<file path="src/hw/pieb_pkg.sv">
// Package for the peripheral interrupt enable bank: register map, bit layout, reset values.
// Assumes a 32-bit AXI4-Lite register bus with word-aligned registers.
package pieb_pkg;

  localparam int unsigned PIEB_ADDR_W = 5;
  localparam int unsigned PIEB_NSRC   = 16;

  localparam logic [PIEB_ADDR_W-1:0] PIEB_OFF_EN_ONE  = 5'h00;
  localparam logic [PIEB_ADDR_W-1:0] PIEB_OFF_EN_TWO  = 5'h04;
  localparam logic [PIEB_ADDR_W-1:0] PIEB_OFF_CTRL    = 5'h08;
  localparam logic [PIEB_ADDR_W-1:0] PIEB_OFF_FLAGS   = 5'h0c;
  localparam logic [PIEB_ADDR_W-1:0] PIEB_OFF_STATUS  = 5'h10;
  localparam logic [PIEB_ADDR_W-1:0] PIEB_OFF_MASK    = 5'h14;

  // Control register bit positions
  localparam int unsigned PIEB_CTRL_GLOBAL = 7;
  localparam int unsigned PIEB_CTRL_PERIPH = 6;

  // First enable register bit positions
  localparam int unsigned PIEB_B1_TIMER_ONE_GATE = 7;
  localparam int unsigned PIEB_B1_CONVERTER      = 6;
  localparam int unsigned PIEB_B1_SERIAL_RX_ONE  = 5;
  localparam int unsigned PIEB_B1_SERIAL_TX_ONE  = 4;
  localparam int unsigned PIEB_B1_SYNC_PORT_ONE  = 3;
  localparam int unsigned PIEB_B1_CAPCOMP_ONE    = 2;
  localparam int unsigned PIEB_B1_TIMER_TWO      = 1;
  localparam int unsigned PIEB_B1_TIMER_ONE_OVF  = 0;

  // Second enable register bit positions
  localparam int unsigned PIEB_B2_OSC_FAIL       = 7;
  localparam int unsigned PIEB_B2_COMPARATOR_TWO = 6;
  localparam int unsigned PIEB_B2_COMPARATOR_ONE = 5;
  localparam int unsigned PIEB_B2_EEPROM_DONE    = 4;
  localparam int unsigned PIEB_B2_BUS_COLLISION  = 3;
  localparam int unsigned PIEB_B2_DISPLAY        = 2;
  localparam int unsigned PIEB_B2_COMPARATOR_THR = 1;
  localparam int unsigned PIEB_B2_CAPCOMP_TWO    = 0;

  localparam logic [7:0]  PIEB_RST_EN   = 8'h00;
  localparam logic [1:0]  PIEB_RST_CTRL = 2'h0;
  localparam logic [15:0] PIEB_RST_FLAG = 16'h0000;
  localparam logic [1:0]  PIEB_RST_STAT = 2'h0;

  // Status/mask bits of the block's own event register
  localparam int unsigned PIEB_EV_CORE_REQ = 0;
  localparam int unsigned PIEB_EV_NEW_FLAG = 1;

  localparam logic [1:0] PIEB_RESP_OKAY   = 2'h0;
  localparam logic [1:0] PIEB_RESP_SLVERR = 2'h2;

endpackage

</file>
<file path="src/hw/pieb_flag_bank.sv">
// Sticky request flags, one per source, set by source pulses and cleared by write-one.
// Assumes event pulses are on core_clk; set wins over a clear in the same cycle.
`timescale 1ns/1ps
`default_nettype none
module pieb_flag_bank
  import pieb_pkg::*;
#(
  parameter int unsigned WIDTH = PIEB_NSRC
) (
  input  wire logic             core_clk,
  input  wire logic             rst_n,
  input  wire logic [WIDTH-1:0] set_in,
  input  wire logic [WIDTH-1:0] clear_in,
  output logic      [WIDTH-1:0] flag_out,
  output logic                  any_new
);

  logic [WIDTH-1:0] flag_r;

  genvar g;
  generate
    for (g = 0; g < WIDTH; g++) begin : g_flag
      always_ff @(posedge core_clk) begin
        if (!rst_n) begin
          flag_r[g] <= 1'b0;
        end else if (set_in[g]) begin
          flag_r[g] <= 1'b1;
        end else if (clear_in[g]) begin
          flag_r[g] <= 1'b0;
        end
      end
    end
  endgenerate

  assign flag_out = flag_r;
  assign any_new  = |(set_in & ~flag_r);

endmodule
`default_nettype wire

</file>
<file path="src/hw/pieb_axil_slave.sv">
// AXI4-Lite slave front end: accepts one write and one read, gives strobed register ports.
// Assumes a single master; answers one cycle after both write channels are taken.
`timescale 1ns/1ps
`default_nettype none
module pieb_axil_slave
  import pieb_pkg::*;
(
  input  wire logic                   core_clk,
  input  wire logic                   rst_n,
  input  wire logic [PIEB_ADDR_W-1:0] s_awaddr,
  input  wire logic                   s_awvalid,
  output logic                        s_awready,
  input  wire logic [31:0]            s_wdata,
  input  wire logic [3:0]             s_wstrb,
  input  wire logic                   s_wvalid,
  output logic                        s_wready,
  output logic [1:0]                  s_bresp,
  output logic                        s_bvalid,
  input  wire logic                   s_bready,
  input  wire logic [PIEB_ADDR_W-1:0] s_araddr,
  input  wire logic                   s_arvalid,
  output logic                        s_arready,
  output logic [31:0]                 s_rdata,
  output logic [1:0]                  s_rresp,
  output logic                        s_rvalid,
  input  wire logic                   s_rready,
  output logic                        wr_stb,
  output logic [PIEB_ADDR_W-1:0]      wr_addr,
  output logic [31:0]                 wr_data,
  output logic [3:0]                  wr_strb,
  input  wire logic                   wr_ok,
  output logic                        rd_stb,
  output logic [PIEB_ADDR_W-1:0]      rd_addr,
  input  wire logic [31:0]            rd_data,
  input  wire logic                   rd_ok
);

  logic                   aw_held_r;
  logic                   w_held_r;
  logic [PIEB_ADDR_W-1:0] aw_addr_r;
  logic [31:0]            w_data_r;
  logic [3:0]             w_strb_r;

  wire aw_take = s_awvalid & s_awready;
  wire w_take  = s_wvalid & s_wready;
  wire aw_have = aw_held_r | aw_take;
  wire w_have  = w_held_r | w_take;
  wire do_wr   = aw_have & w_have & ~s_bvalid;
  wire do_rd   = s_arvalid & s_arready;

  assign s_awready = ~aw_held_r & ~s_bvalid & rst_n;
  assign s_wready  = ~w_held_r & ~s_bvalid & rst_n;
  assign s_arready = ~s_rvalid & rst_n;

  assign wr_stb  = do_wr;
  assign wr_addr = aw_held_r ? aw_addr_r : s_awaddr;
  assign wr_data = w_held_r ? w_data_r : s_wdata;
  assign wr_strb = w_held_r ? w_strb_r : s_wstrb;
  assign rd_stb  = do_rd;
  assign rd_addr = s_araddr;

  always_ff @(posedge core_clk) begin
    if (!rst_n) begin
      aw_held_r <= 1'b0;
      w_held_r  <= 1'b0;
      aw_addr_r <= '0;
      w_data_r  <= 32'h0000_0000;
      w_strb_r  <= 4'h0;
      s_bvalid  <= 1'b0;
      s_bresp   <= PIEB_RESP_OKAY;
    end else begin
      if (aw_take) begin
        aw_addr_r <= s_awaddr;
      end
      if (w_take) begin
        w_data_r <= s_wdata;
        w_strb_r <= s_wstrb;
      end
      aw_held_r <= aw_have & ~do_wr;
      w_held_r  <= w_have & ~do_wr;
      if (do_wr) begin
        s_bvalid <= 1'b1;
        s_bresp  <= wr_ok ? PIEB_RESP_OKAY : PIEB_RESP_SLVERR;
      end else if (s_bready) begin
        s_bvalid <= 1'b0;
      end
    end
  end

  always_ff @(posedge core_clk) begin
    if (!rst_n) begin
      s_rvalid <= 1'b0;
      s_rdata  <= 32'h0000_0000;
      s_rresp  <= PIEB_RESP_OKAY;
    end else if (do_rd) begin
      s_rvalid <= 1'b1;
      s_rdata  <= rd_data;
      s_rresp  <= rd_ok ? PIEB_RESP_OKAY : PIEB_RESP_SLVERR;
    end else if (s_rready) begin
      s_rvalid <= 1'b0;
    end
  end

endmodule
`default_nettype wire

</file>
<file path="src/hw/pieb_top.sv">
// Peripheral interrupt enable bank: two enable registers, group and global gates, core request.
// Assumes source event pulses on core_clk and an AXI4-Lite master on the same clock.
`timescale 1ns/1ps
`default_nettype none
// Operation
// - Peripheral requests blocked unless the peripheral-group enable bit is set.
// - Both enable registers read/write, all bits reset to zero.
// - First register bit 7 gates timer-one gate acquisition interrupt.
// - First register bits 6,5,4,2 gate converter, receive, transmit, capture one.
// - First register bit 1 gates timer-two period match interrupt.
// - First register bit 0 gates timer-one overflow interrupt.
// - Second register bit 7 gates oscillator failure interrupt.
// - Second register bits 6,5,1,0 gate comparators two, one, three, capture two.
// - Second register bit 4 gates data EEPROM write completion interrupt.
// - Second register bit 3 gates synchronous port one bus collision interrupt.
// - Second register bit 2 gates display driver interrupt.
// - Request flags set on events regardless of any enable bit.
// - Global enable passes enabled requests when set, blocks all when clear.
module pieb_top
  import pieb_pkg::*;
(
  input  wire logic                   core_clk,
  input  wire logic                   rst_n,
  input  wire logic [PIEB_ADDR_W-1:0] s_awaddr,
  input  wire logic                   s_awvalid,
  output logic                        s_awready,
  input  wire logic [31:0]            s_wdata,
  input  wire logic [3:0]             s_wstrb,
  input  wire logic                   s_wvalid,
  output logic                        s_wready,
  output logic [1:0]                  s_bresp,
  output logic                        s_bvalid,
  input  wire logic                   s_bready,
  input  wire logic [PIEB_ADDR_W-1:0] s_araddr,
  input  wire logic                   s_arvalid,
  output logic                        s_arready,
  output logic [31:0]                 s_rdata,
  output logic [1:0]                  s_rresp,
  output logic                        s_rvalid,
  input  wire logic                   s_rready,
  input  wire logic                   timer_one_gate_evt,
  input  wire logic                   converter_done_evt,
  input  wire logic                   serial_rx_one_evt,
  input  wire logic                   serial_tx_one_evt,
  input  wire logic                   sync_port_one_evt,
  input  wire logic                   capcomp_one_evt,
  input  wire logic                   timer_two_match_evt,
  input  wire logic                   timer_one_overflow_evt,
  input  wire logic                   osc_fail_evt,
  input  wire logic                   comparator_two_evt,
  input  wire logic                   comparator_one_evt,
  input  wire logic                   eeprom_write_done_evt,
  input  wire logic                   bus_collision_one_evt,
  input  wire logic                   display_driver_evt,
  input  wire logic                   comparator_three_evt,
  input  wire logic                   capcomp_two_evt,
  output logic                        periph_irq_req,
  output logic                        irq
);

  logic [7:0] periph_irq_enable_one_r;
  logic [7:0] periph_irq_enable_two_r;
  logic       global_irq_enable_r;
  logic       periph_group_enable_r;
  logic [1:0] status_r;
  logic [1:0] mask_r;
  logic       periph_irq_req_r;
  logic       irq_r;

  logic                   wr_stb;
  logic [PIEB_ADDR_W-1:0] wr_addr;
  logic [31:0]            wr_data;
  logic [3:0]             wr_strb;
  logic                   rd_stb;
  logic [PIEB_ADDR_W-1:0] rd_addr;
  logic [31:0]            rd_data;
  logic [PIEB_NSRC-1:0]   flags;
  logic                   any_new;

  function automatic logic addr_known(input logic [PIEB_ADDR_W-1:0] a);
    return a == PIEB_OFF_EN_ONE || a == PIEB_OFF_EN_TWO || a == PIEB_OFF_CTRL ||
           a == PIEB_OFF_FLAGS || a == PIEB_OFF_STATUS || a == PIEB_OFF_MASK;
  endfunction

  pieb_axil_slave u_bus (
    .core_clk  (core_clk),
    .rst_n     (rst_n),
    .s_awaddr  (s_awaddr),
    .s_awvalid (s_awvalid),
    .s_awready (s_awready),
    .s_wdata   (s_wdata),
    .s_wstrb   (s_wstrb),
    .s_wvalid  (s_wvalid),
    .s_wready  (s_wready),
    .s_bresp   (s_bresp),
    .s_bvalid  (s_bvalid),
    .s_bready  (s_bready),
    .s_araddr  (s_araddr),
    .s_arvalid (s_arvalid),
    .s_arready (s_arready),
    .s_rdata   (s_rdata),
    .s_rresp   (s_rresp),
    .s_rvalid  (s_rvalid),
    .s_rready  (s_rready),
    .wr_stb    (wr_stb),
    .wr_addr   (wr_addr),
    .wr_data   (wr_data),
    .wr_strb   (wr_strb),
    .wr_ok     (addr_known(wr_addr)),
    .rd_stb    (rd_stb),
    .rd_addr   (rd_addr),
    .rd_data   (rd_data),
    .rd_ok     (addr_known(rd_addr))
  );

  // Source order matches the enable layout: first register in the low byte.
  wire [7:0] evt_one = {timer_one_gate_evt, converter_done_evt, serial_rx_one_evt,
                        serial_tx_one_evt, sync_port_one_evt, capcomp_one_evt,
                        timer_two_match_evt, timer_one_overflow_evt};
  wire [7:0] evt_two = {osc_fail_evt, comparator_two_evt, comparator_one_evt,
                        eeprom_write_done_evt, bus_collision_one_evt, display_driver_evt,
                        comparator_three_evt, capcomp_two_evt};

  // Byte lane 0 carries register bits, lanes 0 and 1 for the flags; other lanes are ignored.
  wire lane0     = wr_stb & wr_strb[0];
  wire wr_en_one = lane0 & (wr_addr == PIEB_OFF_EN_ONE);
  wire wr_en_two = lane0 & (wr_addr == PIEB_OFF_EN_TWO);
  wire wr_ctrl   = lane0 & (wr_addr == PIEB_OFF_CTRL);
  wire wr_mask   = lane0 & (wr_addr == PIEB_OFF_MASK);
  wire wr_flags  = wr_stb & (wr_addr == PIEB_OFF_FLAGS);
  wire wr_status = lane0 & (wr_addr == PIEB_OFF_STATUS);

  wire [PIEB_NSRC-1:0] flag_clr = wr_flags ?
                                  {wr_strb[1] ? wr_data[15:8] : 8'h00,
                                   wr_strb[0] ? wr_data[7:0]  : 8'h00} : 16'h0000;

  pieb_flag_bank #(.WIDTH(PIEB_NSRC)) u_flags (
    .core_clk (core_clk),
    .rst_n    (rst_n),
    .set_in   ({evt_two, evt_one}),
    .clear_in (flag_clr),
    .flag_out (flags),
    .any_new  (any_new)
  );

  // Each source passes only when its own enable bit is one.
  wire [7:0] pass_one;
  wire [7:0] pass_two;
  assign pass_one[PIEB_B1_TIMER_ONE_GATE] = flags[PIEB_B1_TIMER_ONE_GATE] &
    periph_irq_enable_one_r[PIEB_B1_TIMER_ONE_GATE];
  assign pass_one[PIEB_B1_CONVERTER] = flags[PIEB_B1_CONVERTER] &
    periph_irq_enable_one_r[PIEB_B1_CONVERTER];
  assign pass_one[PIEB_B1_SERIAL_RX_ONE] = flags[PIEB_B1_SERIAL_RX_ONE] &
    periph_irq_enable_one_r[PIEB_B1_SERIAL_RX_ONE];
  assign pass_one[PIEB_B1_SERIAL_TX_ONE] = flags[PIEB_B1_SERIAL_TX_ONE] &
    periph_irq_enable_one_r[PIEB_B1_SERIAL_TX_ONE];
  assign pass_one[PIEB_B1_SYNC_PORT_ONE] = flags[PIEB_B1_SYNC_PORT_ONE] &
    periph_irq_enable_one_r[PIEB_B1_SYNC_PORT_ONE];
  assign pass_one[PIEB_B1_CAPCOMP_ONE] = flags[PIEB_B1_CAPCOMP_ONE] &
    periph_irq_enable_one_r[PIEB_B1_CAPCOMP_ONE];
  assign pass_one[PIEB_B1_TIMER_TWO] = flags[PIEB_B1_TIMER_TWO] &
    periph_irq_enable_one_r[PIEB_B1_TIMER_TWO];
  assign pass_one[PIEB_B1_TIMER_ONE_OVF] = flags[PIEB_B1_TIMER_ONE_OVF] &
    periph_irq_enable_one_r[PIEB_B1_TIMER_ONE_OVF];
  assign pass_two[PIEB_B2_OSC_FAIL] = flags[8+PIEB_B2_OSC_FAIL] &
    periph_irq_enable_two_r[PIEB_B2_OSC_FAIL];
  assign pass_two[PIEB_B2_COMPARATOR_TWO] = flags[8+PIEB_B2_COMPARATOR_TWO] &
    periph_irq_enable_two_r[PIEB_B2_COMPARATOR_TWO];
  assign pass_two[PIEB_B2_COMPARATOR_ONE] = flags[8+PIEB_B2_COMPARATOR_ONE] &
    periph_irq_enable_two_r[PIEB_B2_COMPARATOR_ONE];
  assign pass_two[PIEB_B2_EEPROM_DONE] = flags[8+PIEB_B2_EEPROM_DONE] &
    periph_irq_enable_two_r[PIEB_B2_EEPROM_DONE];
  assign pass_two[PIEB_B2_BUS_COLLISION] = flags[8+PIEB_B2_BUS_COLLISION] &
    periph_irq_enable_two_r[PIEB_B2_BUS_COLLISION];
  assign pass_two[PIEB_B2_DISPLAY] = flags[8+PIEB_B2_DISPLAY] &
    periph_irq_enable_two_r[PIEB_B2_DISPLAY];
  assign pass_two[PIEB_B2_COMPARATOR_THR] = flags[8+PIEB_B2_COMPARATOR_THR] &
    periph_irq_enable_two_r[PIEB_B2_COMPARATOR_THR];
  assign pass_two[PIEB_B2_CAPCOMP_TWO] = flags[8+PIEB_B2_CAPCOMP_TWO] &
    periph_irq_enable_two_r[PIEB_B2_CAPCOMP_TWO];

  wire any_enabled = |{pass_two, pass_one};
  wire group_gated = any_enabled & periph_group_enable_r;
  wire req_nxt     = group_gated & global_irq_enable_r;

  // Block events: core request rising, and any flag freshly set.
  wire [1:0] ev_in;
  assign ev_in[PIEB_EV_CORE_REQ] = req_nxt & ~periph_irq_req_r;
  assign ev_in[PIEB_EV_NEW_FLAG] = any_new;
  wire [1:0] status_clr = wr_status ? wr_data[1:0] : 2'h0;
  // A new event outweighs a write-one clear in the same cycle.
  wire [1:0] status_nxt = ev_in | (status_r & ~status_clr);
  wire       irq_nxt    = |(status_nxt & mask_r);

  assign rd_data = (rd_addr == PIEB_OFF_EN_ONE) ? {24'h000000, periph_irq_enable_one_r} :
                   (rd_addr == PIEB_OFF_EN_TWO) ? {24'h000000, periph_irq_enable_two_r} :
                   (rd_addr == PIEB_OFF_CTRL)   ? {24'h000000, global_irq_enable_r,
                                                   periph_group_enable_r, 6'h00} :
                   (rd_addr == PIEB_OFF_FLAGS)  ? {16'h0000, flags} :
                   (rd_addr == PIEB_OFF_STATUS) ? {30'h00000000, status_r} :
                   (rd_addr == PIEB_OFF_MASK)   ? {30'h00000000, mask_r} :
                   32'h0000_0000;

  always_ff @(posedge core_clk) begin
    if (!rst_n) begin
      periph_irq_enable_one_r <= PIEB_RST_EN;
      periph_irq_enable_two_r <= PIEB_RST_EN;
    end else begin
      if (wr_en_one) begin
        periph_irq_enable_one_r <= wr_data[7:0];
      end
      if (wr_en_two) begin
        periph_irq_enable_two_r <= wr_data[7:0];
      end
    end
  end

  always_ff @(posedge core_clk) begin
    if (!rst_n) begin
      {global_irq_enable_r, periph_group_enable_r} <= PIEB_RST_CTRL;
      mask_r                                       <= PIEB_RST_STAT;
    end else begin
      if (wr_ctrl) begin
        global_irq_enable_r   <= wr_data[PIEB_CTRL_GLOBAL];
        periph_group_enable_r <= wr_data[PIEB_CTRL_PERIPH];
      end
      if (wr_mask) begin
        mask_r <= wr_data[1:0];
      end
    end
  end

  always_ff @(posedge core_clk) begin
    if (!rst_n) begin
      status_r         <= PIEB_RST_STAT;
      periph_irq_req_r <= 1'b0;
      irq_r            <= 1'b0;
    end else begin
      status_r         <= status_nxt;
      periph_irq_req_r <= req_nxt;
      irq_r            <= irq_nxt;
    end
  end

  assign periph_irq_req = periph_irq_req_r;
  assign irq            = irq_r;

endmodule
`default_nettype wire

</file>
<file path="config.mk">
export PLATFORM = sky130hd
export DESIGN_NAME = pieb_top
export DESIGN_NICKNAME = d
export VERILOG_FILES = /design/src/hw/pieb_pkg.sv /design/src/hw/pieb_flag_bank.sv /design/src/hw/pieb_axil_slave.sv /design/src/hw/pieb_top.sv
export SDC_FILE = /design/constraint.sdc
export NUM_CORES = 1
export LEC_CHECK = 0
export BUFFER_PORTS_ARGS = -buffer_cell sky130_fd_sc_hd__buf_4
export CAP_MARGIN = 40
export CORE_MARGIN = 8
export CORE_UTILIZATION = 34
export CTS_BUF_LIST = sky130_fd_sc_hd__clkbuf_2
export CTS_CLUSTER_DIAMETER = 80
export DETAILED_ROUTE_END_ITERATION = 8
export GPL_TIMING_DRIVEN = 1
export SKIP_CTS_REPAIR_TIMING = 1
export SLEW_MARGIN = 20
export SYNTH_ARGS = -nofsm -noshare
export SYNTH_HDL_FRONTEND = slang
export SYNTH_SLANG_ARGS = --single-unit
</file>
<file path="constraint.sdc">
create_clock -name core_clk -period 4.4 [get_ports core_clk]
set_clock_uncertainty 0.15 [all_clocks]
set_input_delay 1.1 -clock core_clk [delete_from_list [all_inputs] [get_ports core_clk]]
set_output_delay 1.1 -clock core_clk [all_outputs]
set_load 0.02 [all_outputs]
</file>
==> flow_metrics.py <==
metrics = {
    "die": {
        "io_pins": 112,
        "die_area_mm2": 0.0159,
        "die_x_um": 126,
        "dieHeight_um": 126,
        "core_mm2": 0.0119,
        "initial_core_util": 0.345,
        "row_count": 40,
    },
    "power_and_ir_drop": {
        "power.leakage_nw": 2.05,
        "worst_ir_drop_vdd_mv": 0.149,
        "p_total_mw": 1.57,
        "power_density_mw_per_mm2": 322,
    },
    "cts": {
        "numCtsBuffers": 9,
        "clockBufferDepth": 2,
        "cts_root_buffer": "clkbuf_2",
        "clk_latency_ps": 550,
        "clock_sinks": 85,
        "path_clk_slew_ps": 220,
        "cts_tree": "built",
        "htreeDepth": 3,
    },
    "routing": {
        "routed_via_density": 5.08,
        "ant_nets": 0,
        "wl_mm": 11.0,
        "vias": 3436,
        "drc_errors": 0,
        "routedWlPerCell_um": 16.2,
        "dr.pass1.iters": 4,
        "drt_iter0_markers": 262,
    },
    "timing": {
        "drv_slew": 0,
        "period_share": 0.757,
        "tightest_slew_ps": 669,
        "finalSetupTns_ps": 0,
        "post-route-min-period_ps": 3330,
        "rsz0062_at_grt": "no",
        "final_hold_viol_count": 0,
        "setup_viol": 0,
        "max_freq_mhz": 300,
        "slew_headroom": 0.554,
    },
    "synth": {
        "ys.warnings.count": 0,
        "syn-instance-count": 458,
        "synth_seq_area_share": 0.414,
        "synth_edf_count": 0,
        "synth_area_mm2": 0.00411,
        "synth_cell_types": 46,
        "synth-seq-cells": 85,
        "synth_flop_cell": "dfxtp_1",
        "avgSynthCellArea_um2": 8.98,
        "async_flop_share": 0,
    },
    "critical_path": {
        "path_class": "in -> out",
        "critPathLaunchType": "input pin",
        "critical_path_required_ps": 3150,
        "crit_fanout": 55,
        "cp.arrival_ps": 2080,
        "worst_setup_path_end_kind": "output port",
    },
    "flow_run": {
        "cap_violations": 0,
    },
    "finish": {
        "final_core_util": 0.408,
        "stdcell_count": 676,
        "drive_gt1_frac": 0.210,
        "nFillCells": 1199,
        "areaGrowthSynthToFinish_pct": 18.2,
        "finalNetCount": 592,
    },
    "hold_path": {
        "hold_path_class": "reg -> reg",
    },
    "placed_design": {
        "gp_congestion": 0.835,
        "port_buffers": 75,
        "hpwl_mm": 8.27,
        "dpl.cell_count": 659,
    },
    "global_routing": {
        "grt.busiest_layer": "met2",
        "grt_max_degree": 56,
        "antenna_found_initial": 1,
        "grt.overflow.total": 0,
        "grtUsageMet3": 0.0359,
        "grtUsageMet1": 0.174,
        "grt_usage": 0.139,
        "grt_pass1_wl_mm": 17.7,
        "met2_usage": 0.220,
        "grt_pass1_vias": 3448,
    },
    "run_status": {
        "status": "completed",
    },
}
==> layout by cell type (no fill, tap or decap), types with 6 or more instances in the layout <==
| master | Yosys | final |
|---|---|---|
| inv_1 | 15 | 15 |
| and2_1 | 6 | 6 |
| nor2_1 | 25 | 25 |
| o21ai_0 | 31 | 31 |
| nor2b_1 | 36 | 36 |
| nand3_1 | 9 | 9 |
| conb_1 | 1 | 18 |
| clkbuf_2 | 0 | 10 |
| mux2i_1 | 36 | 36 |
| mux2_2 | 6 | 6 |
| dfxtp_1 | 85 | 85 |
| a22o_1 | 6 | 6 |
| a21boi_0 | 17 | 17 |
| o211a_1 | 10 | 10 |
| nand2_1 | 53 | 53 |
| a21oi_1 | 18 | 18 |
| buf_4 | 22 | 78 |
| a22oi_1 | 16 | 16 |
==> per-layer routing <==
metal	vias to the layer above	part of all wire
met1	1617	0.47
li1	1716	-
met2	91	0.46
met5	-	0
met4	0	0.017
met3	12	0.057
==> area by class of cell <==
cell class | count | area, µm² | area share
inverter | 15 | 56.3 | 0.0116
antenna | 1 | 2.50 | 0.000515
clock inverter | 6 | 111 | 0.0229
tap | 147 | 184 | 0.0378
clock buffer | 10 | 50.0 | 0.0103
timing repair buffer | 78 | 586 | 0.120
multi-input combinational | 334 | 2170 | 0.446
sequential | 85 | 1700 | 0.350
==> registers in the layout, indices dropped and copies added, names as in the netlist, 2 cells and up <==
signal                   cells
u_flags.flag_out            16
periph_irq_enable_two_r      8
u_bus.aw_addr_r              5
status_r                     2
u_bus.w_data_r              16
mask_r                       2
u_bus.w_strb_r               2
u_bus.s_rdata               16
periph_irq_enable_one_r      8
==> power breakdown <==
| part | switching [mW] | internal, mW |
|---|---|---|
| sequential | 0.0249 | 0.799 |
| combinational | 0.127 | 0.0917 |
| clock | 0.277 | 0.247 |
| total | 0.428 | 1.14 |
==> cell usage after synthesis (all sizes together) (3+ instances only) <==
cell type	instances	area share
nor2	28	0.027
nor4	3	0.0082
buf	28	0.049
a22o	6	0.013
nand4	5	0.011
o211a	10	0.024
a22oi	16	0.029
a221oi	4	0.0085
clkbuf	13	0.012
nand2	53	0.048
nor2b	36	0.055
dfxtp	85	0.41
mux2	6	0.016
a21oi	19	0.024
a21boi	18	0.033
inv	15	0.014
o21ai	31	0.038
mux2i	37	0.091
a2111oi	4	0.0085
nand3	9	0.011
and2	6	0.0091
nand2b	3	0.0046
==> metrics by stage <==
step                setup WS (ps)  cell area, µm²  hold slack [ps]
floorplan                    1090            4180              290
global placement             1010            4700              297
detailed placement            997            4700              307
CTS                          1050            4860              332
global route                  925            4860              348
finish                       1070            4860              329
==> critical path: stages <==
cell and delay, ps:
buf_4 400, nand2b_1 190, nor2_1 210, buf_4 180
==> worst paths after layout <==
kind / start / end / slack, ps / depth (start not counted)
hold / removal: u_bus.w_data_r[2] / u_bus.w_data_r[2] / 330 / 2
setup / recovery: rst_n / s_wready / 1070 / 4
hold reg to reg: u_bus.w_data_r[2] / u_bus.w_data_r[2] / 330 / 2
setup reg to reg: u_bus.w_held_r / periph_irq_enable_one_r[1] / 1960 / 6
==> cells by family (layout without fill, tap and decap cells) <==
| kind of cell | Yosys count | in the layout | share of synthesized area |
|---|---|---|---|
| flops | 85 | 85 | 0.414 |
| mux | 45 | 45 | 0.118 |
| compound gates | 120 | 120 | 0.202 |
| other cells | 1 | 19 | 0.000912 |
| simple gates | 151 | 151 | 0.191 |
| buf+inv | 56 | 109 | 0.0745 |
Note: power is estimated with default switching activity, not from simulation.
